File: src/spbx_map.svh
`ifndef SPBX_MAP_SVH
`define SPBX_MAP_SVH

// register addresses on the parallel host port
`define SPBX_ADDR_FIRST_BYTE    5'h00
`define SPBX_ADDR_SECOND_BYTE   5'h01
`define SPBX_ADDR_CHIP_SELECT   5'h02
`define SPBX_ADDR_PIN_DIRECTION 5'h03
`define SPBX_ADDR_STATUS        5'h04
`define SPBX_ADDR_POLARITY      5'h05
`define SPBX_ADDR_WORD_MODE     5'h06
`define SPBX_ADDR_CLOCK_RATE    5'h07
`define SPBX_ADDR_CLOCK_CTRL    5'h08
// first_byte_with_select for device n sits at 0x10 plus n; this base is matched against address bits 4:3
`define SPBX_ADDR_SELECT_BASE   2'h2

// field positions
`define SPBX_BIT_DONE           7
`define SPBX_BIT_IRQ_ENABLE     7
`define SPBX_BIT_MASTER_SLAVE   0
`define SPBX_BIT_DATA_OUT_IN    1

// reset values
`define SPBX_RST_CHIP_SELECT    8'hFF
`define SPBX_RST_PIN_DIRECTION  8'h00
`define SPBX_RST_DONE           1'b1

// word lengths in clock cycles of the serial clock
`define SPBX_BITS_SHORT         5'h08
`define SPBX_BITS_LONG          5'h10
`define SPBX_DEV_DEFAULT        3'h7

// positions inside the synchronised pin vector
`define SPBX_SYNC_SDI           8
`define SPBX_SYNC_SDO_IN        9
`define SPBX_SYNC_CLK_IN        10
`define SPBX_SYNC_NONMUX        11

`endif

File: src/spbx_pkg.sv
package spbx_pkg;

  typedef enum logic [1:0] {
    SPBX_IDLE  = 2'b00,
    SPBX_SETUP = 2'b01,
    SPBX_SHIFT = 2'b10,
    SPBX_HOLD  = 2'b11
  } spbx_state_type;

  typedef struct packed {
    spbx_state_type fsm;
    logic [15:0]    sh;
    logic           rxbit;
    logic [4:0]     cnt;
    logic [6:0]     div_cnt;
    logic           sk;
    logic           oe;
    logic           done;
    logic [2:0]     dev;
    logic           hw_cs;
    logic [7:0]     cs;
    logic [7:0]     pd;
    logic [7:0]     skp;
    logic [7:0]     mwm;
    logic [2:0]     div;
    logic           inten;
    logic           ms;
    logic           soi;
    logic [11:0]    s1;
    logic [11:0]    s2;
    logic [11:0]    s3;
    logic [11:0]    filt;
    logic [7:0]     cs_out;
    logic           int_n;
    logic [7:0]     rdata;
  } spbx_regs_type;

endpackage : spbx_pkg

File: src/spbx_xfer.sv
// Summary of operation
// - Device-7 select address works like device 0, using device 7 settings and select 7.
// - Master mode when master_slave_select is 0: drive clock, send and receive data.
// - Master: first byte write shows the MSB at once and clears done.
// - After 8 or 16 bits done is set and data output is released.
// - Plain data register transfers use device 7 word length and polarity.
// - Slave mode when master_slave_select is 1: shift on the external clock pin.
// - Slave: while done, output released and external clock edges ignored.
// - Slave: first byte write starts shifting until 8 or 16 pulses, then done.
// - Slave: select addresses give no automatic chip select; select port stays general.
// - Shared-line peripherals use one data line, direction agreed by byte protocol.
// - After reset every chip select pin is an input until direction set.
// - Reset clears master_slave_select and data_out_input_select: master, output data pin.
// - Done raises the interrupt when enabled, only in non-multiplexed bus format.
// - With data_out_input_select set, the data output pin feeds the receive register.
// - Hardware select low only during transfer; software-held low overrides hardware.
`include "spbx_map.svh"

module spbx_xfer (
  input  wire logic       CLK,
  input  wire logic       RESETN,
  input  wire logic [4:0] ADDR,
  input  wire logic [7:0] WDATA,
  input  wire logic       WR,
  input  wire logic       RD,
  output logic      [7:0] RDATA,
  input  wire logic       BUS_NONMUX,
  output logic            SCLK_OUT,
  input  wire logic       DEVICE_CLOCK_IN,
  input  wire logic       SDI,
  output logic            SDO_OUT,
  output logic            SDO_OE,
  input  wire logic       SDO_IN,
  output logic      [7:0] CS_OUT,
  output logic      [7:0] CS_OE,
  input  wire logic [7:0] CS_IN,
  output logic            INT_N
);
  import spbx_pkg::*;

  spbx_regs_type st;
  spbx_regs_type next_st;

  logic        pol;
  logic        wide;
  logic [4:0]  nbits;
  logic [11:0] lvl;
  logic        rx_pin;
  logic        tick;
  logic [6:0]  half_m1;
  logic        lead;
  logic        trail;
  logic        rise;
  logic        fall;
  logic        sel_addr;
  logic        start;
  logic [7:0]  hw_mask;

  always_comb begin
    next_st = st;
    // pins pass three stages; a level counts once stages two and three agree
    next_st.s1 = {BUS_NONMUX, DEVICE_CLOCK_IN, SDO_IN, SDI, CS_IN};
    next_st.s2 = st.s1;
    next_st.s3 = st.s2;
    // agreed level is used at once: an extra stage would let a 200 ns clock level outrun the shift
    lvl = (st.s2 & ~(st.s2 ^ st.s3)) | (st.filt & (st.s2 ^ st.s3));
    next_st.filt = lvl;
    rise = lvl[`SPBX_SYNC_CLK_IN] & ~st.filt[`SPBX_SYNC_CLK_IN];
    fall = ~lvl[`SPBX_SYNC_CLK_IN] & st.filt[`SPBX_SYNC_CLK_IN];

    pol = st.skp[st.dev];
    wide = st.mwm[st.dev];
    nbits = wide ? `SPBX_BITS_LONG : `SPBX_BITS_SHORT;
    rx_pin = st.soi ? lvl[`SPBX_SYNC_SDO_IN] : lvl[`SPBX_SYNC_SDI];

    half_m1 = 7'((8'h01 << st.div) - 8'h01);
    tick = (st.div_cnt == half_m1);
    next_st.div_cnt = (tick || st.fsm == SPBX_IDLE) ? 7'h00 : 7'(st.div_cnt + 7'h01);

    lead = 1'b0;
    trail = 1'b0;
    case (st.fsm)
      SPBX_IDLE: begin
        next_st.sk = pol;
      end
      SPBX_SETUP: begin
        // idle level of the newly addressed device
        next_st.sk = pol;
        // select settles a clock period, less one CLK cycle, before the first edge: half here, half in shift
        if (tick) begin
          next_st.fsm = SPBX_SHIFT;
        end
      end
      SPBX_SHIFT: begin
        if (st.ms) begin
          lead = pol ? fall : rise;
          trail = pol ? rise : fall;
        end else if (tick) begin
          next_st.sk = ~st.sk;
          lead = (st.sk == pol);
          trail = (st.sk != pol);
        end
      end
      SPBX_HOLD: begin
        if (tick) begin
          next_st.fsm = SPBX_IDLE;
          next_st.hw_cs = 1'b0;
          next_st.done = 1'b1;
        end
      end
      default: begin
        next_st.fsm = SPBX_IDLE;
      end
    endcase

    if (lead) begin
      next_st.rxbit = rx_pin;
    end
    if (trail) begin
      if (wide) begin
        next_st.sh = {st.sh[14:0], st.rxbit};
      end else begin
        next_st.sh[15:8] = {st.sh[14:8], st.rxbit};
      end
      next_st.cnt = 5'(st.cnt + 5'h01);
      if (5'(st.cnt + 5'h01) == nbits) begin
        // slave finishes on the last pulse
        // master reports done after the hold, so a start is never refused while done reads one
        next_st.done = st.ms;
        next_st.oe = 1'b0;
        next_st.fsm = st.ms ? SPBX_IDLE : SPBX_HOLD;
      end
    end

    // data writes are refused while a word is in flight
    sel_addr = (ADDR[4:3] == `SPBX_ADDR_SELECT_BASE);
    start = WR && st.fsm == SPBX_IDLE && (sel_addr || ADDR == `SPBX_ADDR_FIRST_BYTE);
    if (start) begin
      // msb shown at once, done cleared
      next_st.sh[15:8] = WDATA;
      next_st.done = 1'b0;
      // shared line stays undriven when turned to input
      next_st.oe = ~st.soi;
      next_st.cnt = 5'h00;
      next_st.rxbit = 1'b0;
      // no automatic select in slave mode
      next_st.hw_cs = sel_addr && !st.ms;
      // device and select taken from a select address in master mode, else device 7
      next_st.dev = (sel_addr && !st.ms) ? ADDR[2:0] : `SPBX_DEV_DEFAULT;
      next_st.fsm = st.ms ? SPBX_SHIFT : SPBX_SETUP;
    end else if (WR && ADDR == `SPBX_ADDR_SECOND_BYTE && st.fsm == SPBX_IDLE) begin
      next_st.sh[7:0] = WDATA;
    end else if (WR && ADDR == `SPBX_ADDR_CHIP_SELECT) begin
      next_st.cs = WDATA;
    end else if (WR && ADDR == `SPBX_ADDR_PIN_DIRECTION) begin
      next_st.pd = WDATA;
    end else if (WR && ADDR == `SPBX_ADDR_POLARITY) begin
      next_st.skp = WDATA;
    end else if (WR && ADDR == `SPBX_ADDR_WORD_MODE) begin
      next_st.mwm = WDATA;
    end else if (WR && ADDR == `SPBX_ADDR_CLOCK_RATE) begin
      next_st.div = WDATA[2:0];
      next_st.inten = WDATA[`SPBX_BIT_IRQ_ENABLE];
    end else if (WR && ADDR == `SPBX_ADDR_CLOCK_CTRL) begin
      next_st.ms = WDATA[`SPBX_BIT_MASTER_SLAVE];
      next_st.soi = WDATA[`SPBX_BIT_DATA_OUT_IN];
    end

    // hardware can only pull low; a software low wins
    hw_mask = st.hw_cs ? 8'(8'h01 << st.dev) : 8'h00;
    next_st.cs_out = st.cs & ~hw_mask;
    // interrupt gated by enable and bus format
    next_st.int_n = ~(st.done & st.inten & lvl[`SPBX_SYNC_NONMUX]);

    if (RD) begin
      if (ADDR == `SPBX_ADDR_FIRST_BYTE || sel_addr) begin
        next_st.rdata = st.sh[15:8];
      end else if (ADDR == `SPBX_ADDR_SECOND_BYTE) begin
        next_st.rdata = st.sh[7:0];
      end else if (ADDR == `SPBX_ADDR_CHIP_SELECT) begin
        // output pins read as one, inputs show the pin
        next_st.rdata = (st.filt[7:0] & ~st.pd) | st.pd;
      end else if (ADDR == `SPBX_ADDR_PIN_DIRECTION) begin
        next_st.rdata = st.pd;
      end else if (ADDR == `SPBX_ADDR_STATUS) begin
        next_st.rdata = {st.done, 7'h00};
      end else if (ADDR == `SPBX_ADDR_POLARITY) begin
        next_st.rdata = st.skp;
      end else if (ADDR == `SPBX_ADDR_WORD_MODE) begin
        next_st.rdata = st.mwm;
      end else if (ADDR == `SPBX_ADDR_CLOCK_RATE) begin
        next_st.rdata = {st.inten, 4'h0, st.div};
      end else if (ADDR == `SPBX_ADDR_CLOCK_CTRL) begin
        next_st.rdata = {6'h00, st.soi, st.ms};
      end else begin
        next_st.rdata = 8'h00;
      end
    end
  end

  always_ff @(posedge CLK or negedge RESETN) begin
    if (!RESETN) begin
      st <= '0;
      st.done <= `SPBX_RST_DONE;
      st.pd <= `SPBX_RST_PIN_DIRECTION;
      st.cs <= `SPBX_RST_CHIP_SELECT;
      st.cs_out <= `SPBX_RST_CHIP_SELECT;
      // master mode, data pin as output
      st.ms <= 1'b0;
      st.soi <= 1'b0;
      st.int_n <= 1'b1;
      st.dev <= `SPBX_DEV_DEFAULT;
    end else begin
      st <= next_st;
    end
  end

  assign RDATA = st.rdata;
  assign SCLK_OUT = st.sk;
  assign SDO_OUT = st.sh[15];
  assign SDO_OE = st.oe;
  assign CS_OUT = st.cs_out;
  assign CS_OE = st.pd;
  assign INT_N = st.int_n;

endmodule : spbx_xfer

File: config.mk
export PLATFORM = sky130hd
export DESIGN_NAME = spbx_xfer
export DESIGN_NICKNAME = d
export VERILOG_FILES = /design/src/spbx_pkg.sv /design/src/spbx_xfer.sv
export VERILOG_INCLUDE_DIRS = /design/src /design/src/src
export SDC_FILE = /design/constraint.sdc
export NUM_CORES = 1
export LEC_CHECK = 0
export ABC_AREA = 1
export BUFFER_PORTS_ARGS = -buffer_cell sky130_fd_sc_hd__buf_4
export CORE_MARGIN = 2
export CORE_UTILIZATION = 55
export DETAILED_ROUTE_END_ITERATION = 6
export MAX_ROUTING_LAYER = met4
export PLACE_DENSITY = 0.71
export SLEW_MARGIN = 30
export SYNTH_ARGS = -nofsm -noshare
export SYNTH_HDL_FRONTEND = slang
export SYNTH_SLANG_ARGS = --single-unit
File: constraint.sdc
create_clock -name CLK -period 3.2 [get_ports CLK]
set_input_delay 0.8 -clock CLK [delete_from_list [all_inputs] [get_ports CLK]]
set_output_delay 0.8 -clock CLK [all_outputs]
set_load 0.01 [all_outputs]
---- Yosys cells after proc, flatten, opt, wreduce, memory -nomap -nowiden ----
Index checks and enable logic that the tools add are counted.
Widths: inputs -> output; s select.
cells by class
  shifts and indexed selects .............. 2
  reduce and logical (&&, ||, !) cells .... 32
  divide/modulo/power cells ............... 0
  add/subtract/negate cells ............... 3
  bitwise gates (word level) .............. 26
  equal/unequal tests ..................... 18
  magnitude comparators ................... 1
  multiply operators ...................... 0
  mux-type cells .......................... 51
operator list
  cell                 count
  $mux 8               12
  $and 12x12->12       2
  $eq 5x3->1 const B   4
  $mux 1               19
  $mux 18              1
  $and 8x8->8          2
  $mux 2               8
  $not 8->8            2
  $mux 6               2
  $not 1->1            12
  $not 12->12          1
  $or 12x12->12        1
  $reduce_bool 2->1    6
  $xor 12x12->12       1
  $logic_and 1x1->1    11
  $eq 5x2->1 const B   2
  $mux 10              1
  $mux 5               2
  $or 8x8->8           1
  $reduce_and 8->1     1
  $shl 1x3->8 const A  1
  $add 7x1->7 const B  1
  $eq 7x7->1           1
  $mux 7               1
  28 further kinds     38
storage, ports and cells
  register bits after elaboration ......... 141
  latch bits .............................. 0
  ROM bits ................................ 0
  output and inout bits ................... 28
  memory bits (writable) .................. 0
  memories ................................ 0

---- Logic depth before layout (Yosys ltp) ----
Gate-level depths: netlist of the first run.
  depth after elaboration ................. 12
  gate-level depth with buffers ........... 17
  depth with buffers taken out ............ 15

---- Worst setup path after synthesis of the first run ----
No wires, ideal clock.
  kind .................................... input port to flip-flop
  from .................................... input port ADDR[0]
  to ...................................... register st[100] (netlist bit)
  cell stages on the path ................. 8
  library setup time ...................... 0.079 ns
  required time ........................... 3.121 ns
  arrival ................................. 1.898 ns
  path slack .............................. 1.223 ns
  path buffers ............................ 1
  path through ............................ inv_1 -> nand2_1 -> nor2_2 -> nand2_1 -> inv_1 -> nand2_1 -> clkbuf_1 -> o21ai_0
on the way
  longest elaborated chain between the ends .. 5
  elaborated cells on any way between the ends .. 11
ends and longest elaborated chain
  element                                                          line                                RTL
  from (decl)                                                      spbx_xfer.sv:22                     input wire logic [4:0] ADDR,
  $eq 5x1->1 (no line) or $logic_not 5->1 (tied branches)          -
  $logic_and 1x1->1 (no line) or $logic_or 1x1->1 (tied branches)  -
  $logic_and 1x1->1 (on tied branches)                             spbx_xfer.sv:151, spbx_xfer.sv:137
  $not 1->1 (no line)                                              -
  $reduce_and 3->1 (no line) *                                     -
  to (signal assigned)                                             spbx_xfer.sv:214                    st <= next_st;
  to (decl)                                                        spbx_xfer.sv:41                     spbx_regs_type st;
Every way passes the cells marked *; elsewhere a longest branch is shown, timed or not.
A chain may end at the register's enable or synchronous reset.

---- Final worst setup path of the first run ----
  from .................................... register st[104] (netlist bit)
  to ...................................... register st[135] (netlist bit)
on the way
  longest elaborated chain between the ends .. 7
  elaborated cells on any way between the ends .. 8
ends and longest elaborated chain
  element                         line              RTL
  $bmux 1 s3 *                    spbx_xfer.sv:71   pol = st.skp[st.dev];
  $mux 1 (implied by the code) *  spbx_xfer.sv:71
  $ne 1x1->1                      spbx_xfer.sv:101  trail = (st.sk != pol);
  $mux 1                          spbx_xfer.sv:98   end else if (tick) begin
  $mux 1 *                        spbx_xfer.sv:95   if (st.ms) begin
  $mux 1 *                        spbx_xfer.sv:82   case (st.fsm)
  $reduce_bool 2->1 (no line) *   -
Every way passes the cells marked *; elsewhere a longest branch is shown, timed or not. The select of a mux whose other input is x is not followed.

==> impl_metrics.env, run 1 <==
export IMPL_busiest_layer="met2"
export IMPL_use_met3=0.0734
export IMPL_via_per_inst=5.59
export IMPL_vias=5326
export IMPL_cts_buffers=17
export IMPL_ios=57
export IMPL_cts_tree="built"
export IMPL_place_congestion=0.888
export IMPL_worst_slew_pin_slew_ns=0.752
export IMPL_start_util=0.568
export IMPL_cts_path_max_buffers=2
export IMPL_drt_wl_total_mm=16.5
export IMPL_core_um2=11500
export IMPL_outcome="finished, violations left"
export IMPL_tns_ns=0
export IMPL_clk_pin_slew_ns=0.06
export IMPL_syn_area_per_cell_um2=8.65
export IMPL_synthesis_instances=756
export IMPL_firstDrtPassIters=7
export IMPL_grt_overflow=0
export IMPL_grt_pass1_vias=5118
export IMPL_cpMostUsedCell="nand2_1"
export IMPL_hold_class="reg2reg"
export IMPL_fin_cells=953
export IMPL_syn_area_um2=6540
export IMPL_yosys_top_cells_area="dfrtp_1, nand2_1, dfstp_2, o21ai_0, inv_1"
export IMPL_cts_setup_buffers=0
export IMPL_path_buf_inv=2
export IMPL_crit_type="reg2reg"
export IMPL_die_height_um=113
export IMPL_setup_violations=0
export IMPL_drtAntennaViolNets=0
export IMPL_rows=39
export IMPL_dp_cells=921
export IMPL_clkLatencyLatePin_ns=0.43
export IMPL_worstSetupEndpointType="flop"
export IMPL_cts_resized=0
export IMPL_port_buffers=56
export IMPL_synth_compound_area_frac=0.107
export IMPL_drc=4
export IMPL_dieArea_um2=12800
export IMPL_p_per_area_nw_per_um2=766
export IMPL_post_route_util=0.651
export IMPL_vdd_drop_max_uv=438
export IMPL_nets=828
export IMPL_antenna_cells=0
export IMPL_worstPathRequired_ns=3.57
export IMPL_synthTopCellsByCount="nand2_1, dfrtp_1, inv_1"
export IMPL_synth_top_flop_cell="dfrtp_1"
export IMPL_min_period_ns=2.49
export IMPL_power_leakage_uw=0.00371
export IMPL_grt_util_met1=0.391
export IMPL_hpwl_mm=11.7
export IMPL_antenna_found_initial=0
export IMPL_grt_first_pass_wirelength_mm=26.8
export IMPL_track_usage=0.283
export IMPL_slowest_delay_ns=0.68
export IMPL_drive_gt1_frac=0.172
export IMPL_synthToLayoutAreaGrowth_pct=14.5
export IMPL_die_w_um=113
export IMPL_fin_crit_sh=0.777
export IMPL_post_drt_wl_per_cell_um=17.3
export IMPL_timing_max_cap_violations=0
export IMPL_yosysMostFrequentCell="nand2_1"
export IMPL_syn_num_nets=787
export IMPL_synth_distinct_cells=45
export IMPL_critical_path_top_delay_family="simple AND/OR/NAND/NOR gates"
export IMPL_finalHoldViolations=0
export IMPL_worstPathMaxFanout=23
export IMPL_fill_cells=971
export IMPL_synth_seq_cells=141
export IMPL_violations="design-rule violations"
export IMPL_maxSlewViolCount=0
export IMPL_htree_levels=4
export IMPL_grt_start_max_net_pins=79
export IMPL_clock_skew_ns=0.0101
export IMPL_crit_path_start_kind="flop"
export IMPL_cp_cell_sequence="nand2_1 -> inv_1 -> nand2_1 -> nand4_2 -> nand2_2 -> nand2_1 -> nand2_1 -> nand2_2 -> nand2_4 -> nand2_4 -> nand2_2 -> inv_1 -> nand2_1 -> nand2_1"
export IMPL_critPathSlowestCell="dfstp_2"
export IMPL_ctsHoldBuffers=0
export IMPL_relSlewSlack=0.499
export IMPL_final_area_um2=7490
export IMPL_root_buffer="clkbuf_16"
export IMPL_seq_area_frac_synth=0.543
export IMPL_synth_simple_gate_area_frac=0.229
export IMPL_synth_top_family_by_area="simple AND/OR/NAND/NOR gates"
export IMPL_drtIter0Drc=460
export IMPL_yosys_area_share_adder=0.0191
export IMPL_synth_area_mux_share=0.00478
export IMPL_rsz0062_at_grt="false"
export IMPL_synth_async_reset_ratio=1.00
export IMPL_yosysTopAreaCell="dfrtp_1"
export IMPL_synth_edff_count=0
export IMPL_crit_arrival_ns=2.85
export IMPL_clock_sinks=141
export IMPL_max_freq_ghz=0.402
export IMPL_synth_xor_area_share=0.00803
export IMPL_synth_top_area_share=0.459
export IMPL_use_met2=0.418
export IMPL_place_area_um2=6930
export IMPL_yosysWarnings=0
flip-flops by register name, indices dropped and copies added, names as in the netlist, named ones only:
name and flops:
CS_OUT 8, SCLK_OUT 1, INT_N 1, RDATA 8, SDO_OE 1, SDO_OUT 1, next_st 24, st 81
CS_OE 8
worst register-to-register path, cell delays in order (launching register included):
cell and delay (ns):
dfstp_2 0.68, nand2_1 0.16, inv_1 0.12, nand2_1 0.07, nand4_2 0.13, nand2_2 0.10
nand2_1 0.06, nand2_1 0.08, nand2_2 0.11, nand2_4 0.12, nand2_4 0.29, nand2_2 0.13
inv_1 0.22, nand2_1 0.09, nand2_1 0.08
cell usage in the layout (no fill, tap or decap), types with 3 or more instances in the layout:
cell / Yosys / final
clkbuf_16: 0 / 17
o21ai_0: 67 / 67
dfstp_2: 21 / 21
nor2_1: 34 / 34
clkbuf_1: 9 / 3
xor2_1: 5 / 5
nor2_2: 3 / 3
inv_1: 77 / 77
nand2_2: 5 / 5
inv_6: 0 / 5
maj3_1: 10 / 10
buf_4: 26 / 61
dfrtp_1: 120 / 120
nand3_1: 51 / 51
a21boi_0: 5 / 5
nand4_1: 11 / 11
o21ai_2: 6 / 6
nand2_1: 234 / 234
nor3b_1: 3 / 3
a221oi_1: 3 / 3
nand3_2: 3 / 3
a21oi_1: 21 / 21
a22oi_1: 3 / 3
cell families after synthesis:
logic type,after synthesis
simple gates,352
compound gates,121
buf+inv,121
fa+ha+maj,12
flops,141
mux,3
xor+xnor,6
worst paths after layout:
kind / slack (ns) / endpoint / cells past startpoint / start
min in group asynchronous: 0.42 / st[40] / 1 / RESETN
max reg2reg: 0.71 / st[135] / 14 / st[104]
min: 0.35 / next_st[36] / 0 / next_st[48]
max: 0.71 / st[135] / 14 / st[104]
min reg2reg: 0.35 / next_st[36] / 0 / next_st[48]
max in group asynchronous: 2.06 / st[116] / 2 / RESETN
where the power goes:
| group | internal [µW] | total, µW | switching (µW) |
|---|---|---|---|
| Sequential | 2150 | 2490 | 335 |
| Clock | 1100 | 1880 | 782 |
| Combinational | 503 | 1370 | 868 |
| Total | 3760 | 5740 | 1980 |
cell type report:
class | count | area (µm²) | share of cell area
tap | 143 | 179 | 0.0239
inverter | 80 | 303 | 0.0404
sequential | 141 | 3550 | 0.474
clock buffer | 21 | 450 | 0.0601
timing repair buffer | 63 | 489 | 0.0653
clock inverter | 11 | 110 | 0.0147
multi-input combinational | 494 | 2410 | 0.321
metal layers:
metal | part of all wire | up-vias
li1 | - | 2514
met5 | 0 | -
met3 | 0.063 | 28
met2 | 0.46 | 214
met1 | 0.45 | 2570
met4 | 0.022 | 0
through the flow:
step / setup WS, ns / hold WS (ns) / power, µW
CTS: 0.746 / 0.349 / 5750
detailed placement: 0.499 / 0.336 / 3860
finish: 0.714 / 0.348 / 5740
global route: 0.506 / 0.357 / 6070
floorplan: 1.22 / 0.331 / 3420
global placement: 0.604 / 0.333 / 3810
No activity file was read; power rests on OpenSTA's default activity.
==> inputs of run 2 (changes only) <==
==> constraint.sdc (replaced) <==
create_clock -name CLK -period 2.4 [get_ports CLK]
set_input_delay 0.6 -clock CLK [delete_from_list [all_inputs] [get_ports CLK]]
set_output_delay 0.6 -clock CLK [all_outputs]
set_load 0.01 [all_outputs]
==> run 2 against run 1 <==
The flow still finishes with violations (design-rule violations). Count of clock-buffer cells in the layout shrank 3. Via count up 0.77%. Maximum frequency is 15% higher. Die area unchanged. Final area is 1.1% higher. Final cell count rose by 0.94%. Combinational power grew 35%. Sequential share of layout area is 0.52 points lower. Global-route usage decreased by 0.36 points. Total power increased by 33%. Critical path type unchanged. Critical endpoint unchanged.
==> impl_metrics.env, run 2 (same netlist as run 1, synthesis figures left out) <==
export IMPL_outcome="finished, violations left"
export IMPL_violations="design-rule violations"
export IMPL_dieArea_um2=12800
export IMPL_worstPathRequired_ns=2.72
export IMPL_clock_skew_ns=0.00788
export IMPL_start_util=0.568
export IMPL_reg2regPathDepth=15
export IMPL_combPwrFrac=0.242
export IMPL_hold_class="in2async"
export IMPL_crit_path_start_kind="flop"
export IMPL_mostFrequentLayoutCell="nand2_1"
export IMPL_vdd_drop_max_uv=641
export IMPL_fin_crit_sh=0.898
export IMPL_port_buffers=56
export IMPL_cts_tree="built"
export IMPL_clkLatencyLatePin_ns=0.43
export IMPL_largest_register_ffs=81
export IMPL_regMostFlops="st"
export IMPL_root_buffer="clkbuf_16"
export IMPL_cts_buffers=17
export IMPL_track_usage=0.280
export IMPL_internal_power_uw=4950
export IMPL_power_leakage_uw=0.00375
export IMPL_worstSetupEndpointType="flop"
export IMPL_rsz0062_at_grt="false"
export IMPL_drc=4
export IMPL_pre_cts_ws_ns=0.116
export IMPL_sw_frac_of_total=0.354
export IMPL_ios=57
export IMPL_fill_cells=969
export IMPL_vias=5367
export IMPL_post_drt_wl_per_cell_um=16.8
export IMPL_pwr_share_seq=0.434
export IMPL_core_um2=11500
export IMPL_rows=39
export IMPL_grt_first_pass_wirelength_mm=26.5
export IMPL_hold_ws_ns=0.0558
export IMPL_worstPathMaxFanout=23
export IMPL_nets=837
export IMPL_worst_slew_pin_slew_ns=0.475
export IMPL_register_area_um2=3560
export IMPL_crit_arrival_ns=2.47
export IMPL_multi_input_area_um2=2410
export IMPL_firstDrtPassIters=7
export IMPL_antenna_found_initial=0
export IMPL_grt_start_max_net_pins=60
export IMPL_p_clk_frac=0.324
export IMPL_drt_wl_total_mm=16.1
export IMPL_dp_cells=929
export IMPL_grt_overflow=0
export IMPL_p_switching_uw=2710
export IMPL_antenna_cells=0
export IMPL_finalHoldViolations=0
export IMPL_htree_levels=4
export IMPL_relSlewSlack=0.683
export IMPL_fin_cells=962
export IMPL_tns_ns=0
export IMPL_synthToLayoutAreaGrowth_pct=15.8
export IMPL_fin_ws_ns=0.246
export IMPL_maxSlewViolCount=0
export IMPL_die_w_um=113
export IMPL_drive_gt1_frac=0.187
export IMPL_p_per_area_nw_per_um2=1010
export IMPL_crit_type="reg2reg"
export IMPL_via_per_inst=5.58
export IMPL_max_freq_ghz=0.464
export IMPL_drtIter0Drc=508
export IMPL_clk_pin_slew_ns=0.06
export IMPL_layout_common_cells="nand2_1, dfrtp_1, inv_1"
export IMPL_timing_max_cap_violations=0
export IMPL_place_congestion=0.968
export IMPL_drtAntennaViolNets=0
export IMPL_cts_path_max_buffers=2
export IMPL_setup_violations=0
export IMPL_power_uw=7660
export IMPL_grt_pass1_vias=5255
export IMPL_min_period_ns=2.15
export IMPL_clock_sinks=141
export IMPL_die_height_um=113
export IMPL_hpwl_mm=11.7
==> run 2: what timing repair did <==
item,CTS,global route
endpoints found under the setup margin,0,7
gates resized for setup,0,3
endpoints found under the hold margin,0,0
hold buffers,0,0
setup buffers,0,1
==> run 2: critical path, stage by stage, from the launching register on <==
cell and delay, ns:
dfstp_2 0.59, inv_2 0.10, nand2_1 0.08, nor2_1 0.05
a21oi_2 0.12, nand3_2 0.12, nand2_2 0.11, nand2_1 0.05
nand3_1 0.09, nand2_2 0.09, inv_4 0.15, nand2_8 0.14
nand2_2 0.13, inv_2 0.08, nand2_1 0.07, nand2_1 0.06
==> run 2: final timing paths <==
path	startpoint	end	slack, ns
max reg2reg	st[105]	st[135]	0.25
max in group asynchronous	RESETN	st[99]	1.70
min reg2reg	next_st[41]	next_st[29]	0.35
min	RESETN	next_st[38]	0.06
max	st[105]	st[135]	0.25
min in group CLK	CS_IN[3]	next_st[44]	0.27
==> run 2: power by group through the flow <==
stage / combinational [µW] / clock [µW] / sequential, µW
floorplan: 1400 / 0 / 3160
global placement: 1770 / 0 / 3340
detailed placement: 1820 / 0 / 3350
CTS: 1830 / 2530 / 3320
global route: 2100 / 2620 / 3370
finish: 1850 / 2480 / 3330
==> run 2: cell type report <==
type | count | area share
clock buffers | 18 | 0.0566
well taps | 143 | 0.0236
repair buffers | 72 | 0.0751
inverters | 80 | 0.0400
multi-input cells | 494 | 0.319
clock inverters | 14 | 0.0167
flip-flops and latches | 141 | 0.469
==> run 2: per-layer routing <==
layer | vias to the layer above | share of wire | global-route usage
met3 | 53 | 0.073 | 0.0670
met2 | 226 | 0.45 | 0.413
li1 | 2541 | - | -
met4 | 0 | 0.034 | 0.102
met1 | 2547 | 0.44 | 0.381
met5 | - | 0 | -
==> run 2: stage by stage <==
step           utilization  cell area (µm²)
2_1_floorplan            -             6540
3_3_place_gp         0.608             7000
3_5_place_dp         0.608             7000
4_1_cts              0.656             7560
5_1_grt              0.658             7580
6_report             0.658             7580
